==> src/shared/alpec_regs.svh <==
`ifndef ALPEC_REGS_SVH
`define ALPEC_REGS_SVH
// register offsets (word index on the plain port)
`define ALPEC_ADDR_CTRL_A 4'h0
`define ALPEC_ADDR_CTRL_B 4'h1
`define ALPEC_ADDR_RES_LO 4'h2
`define ALPEC_ADDR_RES_HI 4'h3
`define ALPEC_ADDR_IRQ_STAT 4'h4
`define ALPEC_ADDR_IRQ_MASK 4'h5
// control a fields
`define ALPEC_CA_START 7
`define ALPEC_CA_MODE_LSB 5
`define ALPEC_CA_AIN_EN 4
`define ALPEC_CA_CHAN_LSB 0
// control b fields
`define ALPEC_CB_DONE 7
`define ALPEC_CB_BUSY 6
`define ALPEC_CB_REF_ON 5
// interrupt bits
`define ALPEC_IRQ_DONE 0
`define ALPEC_IRQ_ABORT 1
// sample phase length in clocks
`define ALPEC_CONV_CYCLES 8'h0d
`endif

==> src/shared/alpec_pkg.sv <==
package alpec_pkg;
    typedef enum logic [1:0] {
        ALPEC_IDLE = 2'b00,
        ALPEC_SAMPLE = 2'b01,
        ALPEC_CONVERT = 2'b10
    } alpec_state_t;
endpackage : alpec_pkg

==> src/shared/alpec_res_if.sv <==
`timescale 1ns/1ps
interface alpec_res_if;
    logic wr;
    logic clr;
    logic [9:0] wdata;
    logic [9:0] rdata;
    modport ctrl (output wr, output clr, output wdata, input rdata);
    modport store (input wr, input clr, input wdata, output rdata);
endinterface : alpec_res_if
==> src/rtl/alpec_result.sv <==
`timescale 1ns/1ps
module alpec_result
(
    input wire logic clock_i,
    input wire logic rst_i,
    alpec_res_if.store res
);
    logic [9:0] data_ff;
    logic [9:0] nxt_data;

    always_comb
    begin
        nxt_data = data_ff;
        if (res.clr)
        begin
            nxt_data = 10'h000;
        end
        else if (res.wr)
        begin
            nxt_data = res.wdata;
        end
    end

    always_ff @(posedge clock_i or posedge rst_i)
    begin
        if (rst_i)
        begin
            data_ff <= 10'h000;
        end
        else
        begin
            data_ff <= nxt_data;
        end
    end

    assign res.rdata = data_ff;
endmodule : alpec_result

==> src/rtl/alpec_top.sv <==
`timescale 1ns/1ps
`include "alpec_regs.svh"
// Overview of operation
// RULE1: low-power entry clears controls, flags, results (code keeps channel select, interrupt status and interrupt mask)
// RULE2: entry mid-conversion aborts and halts converter
// RULE3: after wake-up stay idle, no restart
// RULE4: software reprograms controls before next start
// RULE5: entry disconnects analog reference switch
// RULE6: result is 10-bit code, low/high split
// RULE7: low-power entry clears state machine synchronously
module alpec_top
    import alpec_pkg::*;
(
    input wire logic clock_i,
    input wire logic rst_i,
    input wire logic [3:0] reg_addr_i,
    input wire logic [7:0] reg_wdata_i,
    input wire logic reg_wr_i,
    input wire logic reg_rd_i,
    input wire logic low_power_entry_i,
    input wire logic comp_i,
    output logic [7:0] reg_rdata_o,
    output logic irq_o,
    output logic ref_switch_o,
    output logic sample_o,
    output logic [9:0] dac_code_o,
    output logic [2:0] channel_o
);
    // ==========================================================
    // control registers
    // ==========================================================
    logic conv_start_bit_ff, nxt_conv_start_bit;
    logic [1:0] conv_operating_mode_ff, nxt_conv_operating_mode;
    logic analog_input_enable_ff, nxt_analog_input_enable;
    logic [2:0] chan_ff, nxt_chan;
    logic conv_done_flag_ff, nxt_conv_done_flag;
    logic [1:0] irq_stat_ff, nxt_irq_stat;
    logic [1:0] irq_mask_ff, nxt_irq_mask;
    logic wr_ctrl_a;
    logic start_req;
    logic conv_finish;
    logic abort_evt;
    alpec_state_t state_ff, nxt_state;

    function automatic logic hit(input logic [3:0] a, input logic [3:0] off);
        hit = (a == off);
    endfunction : hit

    assign wr_ctrl_a = reg_wr_i && hit(reg_addr_i, `ALPEC_ADDR_CTRL_A);
    assign start_req = wr_ctrl_a && reg_wdata_i[`ALPEC_CA_START];
    assign abort_evt = low_power_entry_i && (state_ff != ALPEC_IDLE);

    always_comb
    begin
        nxt_conv_start_bit = conv_start_bit_ff;
        nxt_conv_operating_mode = conv_operating_mode_ff;
        nxt_analog_input_enable = analog_input_enable_ff;
        nxt_chan = chan_ff;
        nxt_conv_done_flag = conv_done_flag_ff;
        nxt_irq_mask = irq_mask_ff;
        nxt_irq_stat = irq_stat_ff;
        if (reg_wr_i && hit(reg_addr_i, `ALPEC_ADDR_IRQ_STAT))
        begin
            nxt_irq_stat = irq_stat_ff & ~reg_wdata_i[1:0];
        end
        if (reg_wr_i && hit(reg_addr_i, `ALPEC_ADDR_IRQ_MASK))
        begin
            nxt_irq_mask = reg_wdata_i[1:0];
        end
        if (abort_evt)
        begin
            nxt_irq_stat[`ALPEC_IRQ_ABORT] = 1'b1;
        end
        if (low_power_entry_i)
        begin
            nxt_conv_start_bit = 1'b0; // RULE1
            nxt_conv_operating_mode = 2'b00; // RULE1
            nxt_analog_input_enable = 1'b0; // RULE1
            nxt_conv_done_flag = 1'b0; // RULE1
        end
        else
        begin
            if (wr_ctrl_a)
            begin
                nxt_conv_start_bit = reg_wdata_i[`ALPEC_CA_START];
                nxt_conv_operating_mode = reg_wdata_i[`ALPEC_CA_MODE_LSB +: 2];
                nxt_analog_input_enable = reg_wdata_i[`ALPEC_CA_AIN_EN];
                nxt_chan = reg_wdata_i[`ALPEC_CA_CHAN_LSB +: 3];
            end
            if (start_req)
            begin
                nxt_conv_done_flag = 1'b0;
            end
            if (conv_finish)
            begin
                nxt_conv_start_bit = 1'b0;
                nxt_conv_done_flag = 1'b1;
                nxt_irq_stat[`ALPEC_IRQ_DONE] = 1'b1;
            end
            else if (reg_rd_i && hit(reg_addr_i, `ALPEC_ADDR_RES_HI))
            begin
                nxt_conv_done_flag = 1'b0;
            end
        end
    end

    always_ff @(posedge clock_i or posedge rst_i)
    begin
        if (rst_i)
        begin
            conv_start_bit_ff <= 1'b0;
            conv_operating_mode_ff <= 2'b00;
            analog_input_enable_ff <= 1'b0;
            chan_ff <= 3'h0;
            conv_done_flag_ff <= 1'b0;
            irq_stat_ff <= 2'h0;
            irq_mask_ff <= 2'h0;
        end
        else
        begin
            conv_start_bit_ff <= nxt_conv_start_bit;
            conv_operating_mode_ff <= nxt_conv_operating_mode;
            analog_input_enable_ff <= nxt_analog_input_enable;
            chan_ff <= nxt_chan;
            conv_done_flag_ff <= nxt_conv_done_flag;
            irq_stat_ff <= nxt_irq_stat;
            irq_mask_ff <= nxt_irq_mask;
        end
    end

    // ==========================================================
    // successive approximation engine
    // ==========================================================
    logic [7:0] cnt_ff, nxt_cnt;
    logic [9:0] sar_ff, nxt_sar;
    logic [3:0] bit_ff, nxt_bit;
    logic ref_ff, nxt_ref;
    logic sample_ff, nxt_sample;
    alpec_res_if res ();

    assign conv_finish = (state_ff == ALPEC_CONVERT) && (bit_ff == 4'h0)
        && !low_power_entry_i;

    always_comb
    begin
        nxt_state = state_ff;
        nxt_cnt = cnt_ff;
        nxt_sar = sar_ff;
        nxt_bit = bit_ff;
        nxt_ref = ref_ff;
        nxt_sample = 1'b0;
        if (low_power_entry_i)
        begin
            nxt_state = ALPEC_IDLE; // RULE2 RULE7
            nxt_ref = 1'b0; // RULE5
            nxt_sar = 10'h000;
            nxt_cnt = 8'h00;
            nxt_bit = 4'h0;
        end
        else
        begin
            case (state_ff)
                ALPEC_IDLE:
                begin
                    // only a software start leaves idle
                    if (start_req && reg_wdata_i[`ALPEC_CA_AIN_EN]) // RULE3 RULE4
                    begin
                        nxt_state = ALPEC_SAMPLE;
                        nxt_ref = 1'b1;
                        nxt_cnt = `ALPEC_CONV_CYCLES;
                        nxt_sample = 1'b1;
                    end
                end
                ALPEC_SAMPLE:
                begin
                    nxt_sample = 1'b1;
                    nxt_cnt = cnt_ff - 8'h01;
                    if (cnt_ff == 8'h01)
                    begin
                        nxt_sample = 1'b0;
                        nxt_state = ALPEC_CONVERT;
                        nxt_sar = 10'h200;
                        nxt_bit = 4'h9;
                    end
                end
                ALPEC_CONVERT:
                begin
                    // keep or drop trial bit, then try the next one
                    nxt_sar[bit_ff] = comp_i;
                    if (bit_ff == 4'h0)
                    begin
                        nxt_state = ALPEC_IDLE;
                        nxt_ref = 1'b0;
                    end
                    else
                    begin
                        nxt_bit = bit_ff - 4'h1;
                        nxt_sar[bit_ff - 4'h1] = 1'b1;
                    end
                end
                default:
                begin
                    nxt_state = ALPEC_IDLE;
                end
            endcase
        end
    end

    always_ff @(posedge clock_i or posedge rst_i)
    begin
        if (rst_i)
        begin
            state_ff <= ALPEC_IDLE;
            cnt_ff <= 8'h00;
            sar_ff <= 10'h000;
            bit_ff <= 4'h0;
            ref_ff <= 1'b0;
            sample_ff <= 1'b0;
        end
        else
        begin
            state_ff <= nxt_state;
            cnt_ff <= nxt_cnt;
            sar_ff <= nxt_sar;
            bit_ff <= nxt_bit;
            ref_ff <= nxt_ref;
            sample_ff <= nxt_sample;
        end
    end

    assign res.clr = low_power_entry_i; // RULE1
    assign res.wr = conv_finish;
    assign res.wdata = {sar_ff[9:1], comp_i}; // RULE6

    alpec_result u_result
    (
        .clock_i(clock_i),
        .rst_i(rst_i),
        .res(res)
    );

    // ==========================================================
    // read port and outputs
    // ==========================================================
    logic [7:0] rdata_ff, nxt_rdata;
    logic irq_ff;

    always_comb
    begin
        nxt_rdata = 8'h00;
        if (reg_rd_i)
        begin
            case (reg_addr_i)
                `ALPEC_ADDR_CTRL_A: nxt_rdata = {conv_start_bit_ff, conv_operating_mode_ff,
                    analog_input_enable_ff, 1'b0, chan_ff};
                `ALPEC_ADDR_CTRL_B: nxt_rdata = {conv_done_flag_ff, (state_ff != ALPEC_IDLE),
                    ref_ff, 5'h00};
                `ALPEC_ADDR_RES_LO: nxt_rdata = {res.rdata[1:0], 6'h00}; // RULE6
                `ALPEC_ADDR_RES_HI: nxt_rdata = res.rdata[9:2]; // RULE6
                `ALPEC_ADDR_IRQ_STAT: nxt_rdata = {6'h00, irq_stat_ff};
                `ALPEC_ADDR_IRQ_MASK: nxt_rdata = {6'h00, irq_mask_ff};
                default: nxt_rdata = 8'h00;
            endcase
        end
    end

    always_ff @(posedge clock_i or posedge rst_i)
    begin
        if (rst_i)
        begin
            rdata_ff <= 8'h00;
            irq_ff <= 1'b0;
        end
        else
        begin
            rdata_ff <= nxt_rdata;
            irq_ff <= |(nxt_irq_stat & nxt_irq_mask);
        end
    end

    assign reg_rdata_o = rdata_ff;
    assign irq_o = irq_ff;
    assign ref_switch_o = ref_ff;
    assign sample_o = sample_ff;
    assign dac_code_o = sar_ff;
    assign channel_o = chan_ff;
endmodule : alpec_top

==> config.mk <==
export PLATFORM = sky130hd
export DESIGN_NAME = alpec_top
export DESIGN_NICKNAME = d
export VERILOG_FILES = /design/src/shared/alpec_pkg.sv /design/src/shared/alpec_res_if.sv /design/src/rtl/alpec_result.sv /design/src/rtl/alpec_top.sv
export VERILOG_INCLUDE_DIRS = /design/src /design/src/shared
export SDC_FILE = /design/constraint.sdc
export NUM_CORES = 1
export LEC_CHECK = 0
export BUFFER_PORTS_ARGS = -buffer_cell sky130_fd_sc_hd__buf_2
export CORE_MARGIN = 2
export CORE_UTILIZATION = 30
export DETAILED_ROUTE_END_ITERATION = 7
export MAX_ROUTING_LAYER = met4
export SYNTH_ARGS = -nofsm -noshare
export SYNTH_HDL_FRONTEND = slang
export SYNTH_SLANG_ARGS = --single-unit
==> constraint.sdc <==
create_clock -name clock_i -period 1.7 [get_ports clock_i]
set_clock_uncertainty 0.1 [all_clocks]
set_input_delay 0.34 -clock clock_i [delete_from_list [all_inputs] [get_ports clock_i]]
set_output_delay 0.34 -clock clock_i [all_outputs]
set_load 0.05 [all_outputs]
==> metrics.cfg, run 1 <==
[route]
first_pass_iters = 4
drc = 0
wl_um = 8430
num_vias = 2896
routedWlPerCell_um = 15.27
vias_per_cell = 5.246
ant_nets = 0
drt_iter0_drc = 182

[synth]
syn_inst = 313
syn_area_um2 = 3177
synth_edf_count = 0
synth-seq-cells = 57
avgSynthCellArea_um2 = 10.15
synth_area_leaders = dfrtp_1 45%, a21oi_1 3.3%, a22o_1 3.3%
yosysMostFrequentCell = dfrtp_1
synthArstFlopShare = 1.000
ys_seq_area_frac = 0.4490
synth_commonest_cells = 57 x dfrtp_1, 22 x nor2_1, 21 x a21oi_1, 18 x nand3_1, 12 x a22o_1
yosysWarnings = 0
synth_fp_nets = 339
ys_types = 61
synthFlopType = dfrtp_1
yosys.area.top_type = dfrtp_1
synth_top_cell_area_share = 0.4490

[clock_network]
cts_made_buffers = 9
root_buffer = clkbuf_8
clkSlewWorstSetupHoldPaths_ns = 0.08
htreeDepth = 3
cts_num_sinks = 57
cts.path.max_buffers = 2
cts_tree = done
clock_latency_ns = 0.33

[layout]
drive_gt1_frac = 0.4231
area_growth_pct = 37.46
stdcell_count = 552
design_area_um2 = 4367
antenna_cells = 0
nets = 437

[floorplan]
placementRows = 37
die_y_um = 106.9
chipWidth_um = 106.9
ioPinCount = 42
start_util = 0.3077
core_area_um2 = 10320
die_area_um2 = 11430

[worst_hold_path]
hp-start = reg_wdata_i[2]
whs_endpoint = channel_o[2]
hold_class = input pin to flop
hold_depth = 2

[critical_path]
regToRegSetupSlack_ns = -0.03
path_max_fanout = 10
crit_required_ns = 1.82
cp-start-kind = flop
crit_type = flop to flop
r2r-start = bit_ff[1]
r2r_end = dac_code_o[0]
cpPeakStageDelay_ns = 0.41
crit_arrival_ns = 1.84
crit_slowest_cell = dfrtp_2
crit_top_cell = buf_6
reg2regPathDepth = 8
end_kind = flop
crit_chain = inv_2 -> buf_6 -> ha_4 -> buf_6 -> nand3b_1 -> nor3_1 -> a221oi_1 -> nor2_1

[grt]
grt_max_degree = 21
grt_usage = 0.1567
antenna_found_initial = 0
overflow = 0
grt_first_pass_wirelength_um = 13630
grt_pass1_vias = 2828

[timing]
tightest_slew_ns = 0.4644
fin_crit_ns = 1.729
rsz0062_at_grt = yes
setup_viol = 4
finalHoldViolCount = 0
timing.fmax_ghz = 0.5785
slew_headroom = 0.6897
fin_ws_ns = -0.02864
fin_crit_sh = 1.017
slew_violations = 0
tns_ns = -0.08542

[status]
violations = setup timing
outcome = finished with violations

[pwr]
p_leak_uw = 0.002002
irDropWorstVdd_mv = 0.3573
power.density_nw_per_um2 = 687.5

[placed_design]
gp_congestion = 0.8316
dp_cells = 530
dpl.hpwl_um = 6182
portBuffers = 40
dpl_cell_area_um2 = 3949

[flow_run]
maxCapViolCount = 0

## what timing repair did
item / 4_1_cts / 5_1_grt
pin swaps: 4 / 9
gates resized for setup: 15 / 27
hold endpoints to repair: 17 / 0
endpoints found under the setup margin: 14 / 18
buffers inserted: 0 / 5
hold buffers: 1 / 0
## worst max-delay path by stage
stage / end / slack, ns / cells after the start / start
global route: dac_code_o[5] / -0.08 / 4 / cnt_ff[5]
finish: dac_code_o[0] / -0.03 / 8 / bit_ff[1]
detailed placement: dac_code_o[1] / -0.16 / 6 / bit_ff[0]
CTS: dac_code_o[1] / -0.04 / 7 / bit_ff[1]
global placement: dac_code_o[1] / -0.11 / 6 / bit_ff[0]
floorplan: dac_code_o[1] / -0.03 / 7 / bit_ff[0]
## stage by stage
stage | total power [µW] | setup slack (ns) | utilization | hold WS (ns)
after floorplan | 1641 | -0.02888 | - | 0.3268
after global placement | 1758 | -0.1101 | 0.3825 | 0.2905
after detailed placement | 1764 | -0.1591 | 0.3825 | 0.2924
after CTS | 3039 | -0.03509 | 0.4081 | 0.1265
after global routing | 3144 | -0.08493 | 0.4230 | 0.1333
final | 3002 | -0.02864 | 0.4230 | 0.1434
## flip-flops by register name, indices dropped and copies added (netlist names), 3 cells and up
signal              flops
reg_rdata_o             8
bit_ff                  4
dac_code_o             10
u_result.res.rdata     10
channel_o               3
cnt_ff                  8
## cells in the final DEF (no fill, tap or decap), types with 7 or more instances in the layout
| cell type | n |
|---|---|
| buf_4 | 60 |
| dfrtp_1 | 53 |
| buf_2 | 40 |
| nor2_1 | 22 |
| a21oi_1 | 18 |
| nand3_1 | 18 |
| a22o_1 | 12 |
| nand2_1 | 11 |
| clkbuf_8 | 9 |
| nor3_1 | 7 |
| mux2_2 | 7 |
## area by class of cell
type	instances	area, µm²
fill	970	5957
multi-input combinational	225	1767
sequential	57	1431
timing repair buffer	108	757.0
tap	136	170.2
clock buffer	9	123.9
clock inverter	7	71.32
inverter	10	46.29
## per-layer routing
metal	share of wire	GRT usage
met5	0	-
met4	0.019	0.05380
met3	0.047	0.03647
met2	0.50	0.2621
met1	0.43	0.1862
## critical path: cells and delay by family (launching register included)
family | cells | cell delay, ns
flip-flops | 1 | 0.41
AO/OA/AOI/OAI | 1 | 0.30
AND/OR/NAND/NOR | 3 | 0.32
adder cells (fa/ha/maj) | 1 | 0.15
buffers and inverters | 3 | 0.32
## power by group
| group | internal [µW] | switching (µW) | total [µW] |
|---|---|---|---|
| clock | 673 | 588 | 1260 |
| combinational | 124 | 198 | 322 |
| sequential | 1390 | 24.4 | 1420 |
| total | 2190 | 811 | 3000 |
## cells by family (layout without fill, tap and decap cells)
group,Yosys count,count (layout),synth area share
compound gates,85,85,0.1969
xor+xnor,1,1,0.002757
fa+ha+maj,8,8,0.03151
buf+inv,31,134,0.04175
flops,57,57,0.4490
mux,15,15,0.05790
simple gates,116,116,0.2202
No activity file was read; power rests on OpenSTA's default activity.
==> inputs of run 2 (changes only) <==
CORE_MARGIN = not set   (was 2)
==> metrics.cfg, run 2 (synthesis gave the netlist of run 1 again) <==
[status]
outcome = finished with violations
violations = setup timing

[route]
first_pass_iters = 4
vias_per_cell = 5.289
wl_met2_um = 4337
met3_length_um = 486
dr.max_layer_used = met4
drt_iter0_drc = 188
wl_um = 8965
num_vias = 2946
drc = 0
wl_met1_um = 4019
ant_nets = 0
routedWlPerCell_um = 16.10

[pwr]
power.density_nw_per_um2 = 659.9
p_leak_uw = 0.002050
p_clk_frac = 0.404
combPwrFrac = 0.112
seqPwrFrac = 0.484
switching_share = 0.2772
irDropWorstVdd_mv = 0.3029
internal_power_uw = 2120
p_sw_uw = 813.3
total_power_uw = 2934

[timing]
fin_crit_sh = 1.020
fin_ws_ns = -0.03412
setup_viol = 4
hold_ws_ns = 0.1335
finalHoldViolCount = 0
slew_headroom = 0.7793
slew_violations = 0
rsz0062_at_grt = yes
fin_crit_ns = 1.734
tightest_slew_ns = 0.3226
timing.fmax_ghz = 0.5767

[critical_path]
crit_required_ns = 1.82
cp-start-kind = flop
crit_type = flop to flop
path_max_fanout = 6
end_kind = flop
crit_arrival_ns = 1.85

[grt]
overflow = 0
antenna_found_initial = 0
grt_usage = 0.1756
grt_pass1_vias = 2876
grt_max_degree = 46
grt_first_pass_wirelength_um = 14740

[floorplan]
die_area_um2 = 11010
core_area_um2 = 10280
ioPinCount = 42
die_y_um = 104.9
placementRows = 37
chipWidth_um = 104.9
start_util = 0.3091

[layout]
area_growth_pct = 39.94
antenna_cells = 0
regArea_um2 = 1433
finalCoreUtilization = 0.4326
final_cell_mix = 64 x buf_4, 52 x dfrtp_1, 40 x buf_2
fill_cells = 981
nets = 442
multi_input_area_um2 = 1817
final_common_cell = buf_4
stdcell_count = 557
drive_gt1_frac = 0.4537

[clock_network]
clock_latency_ns = 0.34
cts_made_buffers = 9
cts_tree = done
cts_num_sinks = 57
htreeDepth = 3
root_buffer = clkbuf_8
clkSlewWorstSetupHoldPaths_ns = 0.07
cts.path.max_buffers = 2

[placed_design]
portBuffers = 40
dp_cells = 527
dpl.hpwl_um = 6337
pre_cts_slack_ns = -0.1260
gp_congestion = 0.8870

[flow_run]
maxCapViolCount = 0

[worst_hold_path]
hold_class = input pin to flop

run 2: changes by cell type in the layout (fill, tap and decap cells not counted), sizes merged:
cell and change:
buf +5, bufinv -1, clkbuf +2, clkinvlp -1
run 2: through the flow:
step	setup TNS (ns)	instance area (µm²)
after floorplan	-0.1071	3184
after global placement	-0.9116	3926
after detailed placement	-1.118	3926
after CTS	-0.1687	4263
after global routing	-0.5577	4446
final	-0.05790	4446
run 2: critical path: stages, from the launching register on:
cell and delay (ns):
dfrtp_1 0.39, inv_2 0.08, ha_4 0.12, nor3b_4 0.28
a31oi_4 0.18, and3_4 0.21, a221o_1 0.27
run 2: path summary, 6_finish.rpt:
path	from	end	slack, ns	cells after the start
setup / recovery	cnt_ff[1]	dac_code_o[6]	-0.03	6
hold / removal	reg_wdata_i[2]	channel_o[2]	0.13	2
setup reg to reg	cnt_ff[1]	dac_code_o[6]	-0.03	6
max in group asynchronous	rst_i	cnt_ff[5]	0.54	4
min in group asynchronous	rst_i	sample_o	0.42	3
hold reg to reg	u_result.res.rdata[5]	reg_rdata_o[3]	0.39	1
run 2: power groups by stage:
stage / Combinational [µW] / Sequential [µW] / Clock [µW]
finish: 328 / 1420 / 1190
global route: 358 / 1420 / 1270
CTS: 325 / 1420 / 1210
detailed placement: 318 / 1440 / 0
global placement: 314 / 1440 / 0
floorplan: 132 / 1510 / 0
run 2: metal layers:
metal / GRT usage / vias to the layer above
li1: - / 1376
met1: 0.2249 / 1466
met2: 0.2810 / 92
met3: 0.03681 / 12
met4: 0.04930 / 0
met5: - / -
run 2: cell type report:
type / count / share of cell area
timing repair buffer: 113 / 0.1796
clock buffer: 11 / 0.03406
inverter: 10 / 0.01041
tap: 136 / 0.03828
sequential: 57 / 0.3223
multi-input combinational: 225 / 0.4087
clock inverter: 5 / 0.006755
run 2: what timing repair did:
item,4_1_cts,5_1_grt
setup buffers,8,4
setup endpoints to repair,13,20
cloned,1,0
hold endpoints to repair,12,0
hold buffers,1,0
pin swaps,6,13
resized for setup,20,36
==> inputs of run 3 (changes only) <==
CTS_BUF_LIST = sky130_fd_sc_hd__clkbuf_8   (was not set)
GPL_ROUTABILITY_DRIVEN = 0   (was not set)
==> metrics.cfg, run 3 (synthesis gave the netlist of run 1 again) <==
[route]
ant_nets = 0
drt_iter0_drc = 151
wl_um = 8719
num_vias = 2877
first_pass_iters = 5
vias_per_cell = 5.221
routedWlPerCell_um = 15.82
drc = 0

[placed_design]
portBuffers = 40
dpl.hpwl_um = 6199

[pwr]
power.density_nw_per_um2 = 711.9
p_leak_uw = 0.002031
irDropWorstVdd_mv = 0.2676
total_power_uw = 3128

[layout]
drive_gt1_frac = 0.4265
antenna_cells = 0
fill_cells = 962
final_cell_mix = 59 x buf_4, 53 x dfrtp_1, 40 x buf_2
nets = 436
final_common_cell = buf_4
area_growth_pct = 38.32
finalCoreUtilization = 0.4276

[grt]
grt_first_pass_wirelength_um = 14610
grt_max_degree = 45
grt_pass1_vias = 2939
antenna_found_initial = 0
grt_usage = 0.1737
overflow = 0

[timing]
fin_ws_ns = -0.03231
slew_violations = 0
fin_crit_sh = 1.019
rsz0062_at_grt = yes
tightest_slew_ns = 0.3365
finalHoldViolCount = 0
setup_viol = 3
timing.fmax_ghz = 0.5773
slew_headroom = 0.7699
tns_ns = -0.06717
fin_crit_ns = 1.732
hold_ws_ns = 0.1510

[critical_path]
crit_chain = inv_4 -> buf_4 -> ha_4 -> buf_6 -> nand2b_1 -> a21oi_2 -> nor3_1 -> a311o_2
cp-start-kind = flop
path_delay_family = compound AO/OA/AOI/OAI gates
r2r-start = bit_ff[1]
setup.worst_path.start = bit_ff[1]
crit_type = flop to flop
crit_slowest_cell = dfrtp_2
path_max_fanout = 5
crit_arrival_ns = 1.86
cpPeakStageDelay_ns = 0.45
path_buf_inv = 3
end_kind = flop
crit_required_ns = 1.83

[floorplan]
core_area_um2 = 10280
placementRows = 37
die_y_um = 104.9
die_area_um2 = 11010
chipWidth_um = 104.9
start_util = 0.3091
ioPinCount = 42

[clock_network]
cts_num_sinks = 57
cts_tree = done
cts.path.max_buffers = 2
root_buffer = clkbuf_8
cts_made_buffers = 9
htreeDepth = 3
clkSlewWorstSetupHoldPaths_ns = 0.07
clock_latency_ns = 0.34

[worst_hold_path]
hp-start = reg_wdata_i[2]
hold_class = input pin to flop

[flow_run]
maxCapViolCount = 0

[status]
violations = setup timing
outcome = finished with violations

## run 3: through the flow
| stage | instances | area (µm²) | worst slack [ns] |
|---|---|---|---|
| floorplan | 313 | 3184 | -0.02888 |
| global placement | 529 | 3941 | -0.1403 |
| detailed placement | 529 | 3941 | -0.1128 |
| CTS | 550 | 4285 | -0.03320 |
| global route | 551 | 4394 | -0.09870 |
| finish | 551 | 4394 | -0.03231 |
## run 3: area by class of cell
cell class | instances | area, µm² | share of cell area
multi-input combinational | 225 | 1787 | 0.4066
sequential | 57 | 1431 | 0.3257
timing repair buffer | 107 | 749.5 | 0.1706
tap | 136 | 170.2 | 0.03872
clock buffer | 9 | 123.9 | 0.02819
clock inverter | 7 | 86.33 | 0.01965
inverter | 10 | 46.29 | 0.01054
## run 3: power by group
part / internal, µW / total (µW) / switching (µW)
clock: 812 / 1390 / 575
sequential: 1400 / 1420 / 23.5
combinational: 122 / 323 / 201
## run 3: routing by layer
layer	global-route usage	vias up	wire (µm)
li1	-	1369	-
met2	0.2692	77	4127
met4	0.06841	0	118
met3	0.03868	11	419
met1	0.2206	1420	4054
met5	-	-	0
## run 3: final timing paths
kind	slack [ns]	end	cells after the start
worst max register to register	-0.03	dac_code_o[1]	8
worst max-delay path	-0.03	dac_code_o[1]	8
max in group asynchronous	0.56	conv_operating_mode_ff[0]	4
worst min-delay path	0.15	channel_o[2]	2
worst min register to register	0.40	reg_rdata_o[3]	1
min in group asynchronous	0.41	sample_o	3
## run 3: repair_timing
action	4_1_cts	5_1_grt
hold buffers	1	0
setup endpoints to repair	16	14
cloned	1	0
endpoints found under the hold margin	13	0
setup buffers	3	1
gates resized for setup	23	24
pin swaps	6	8
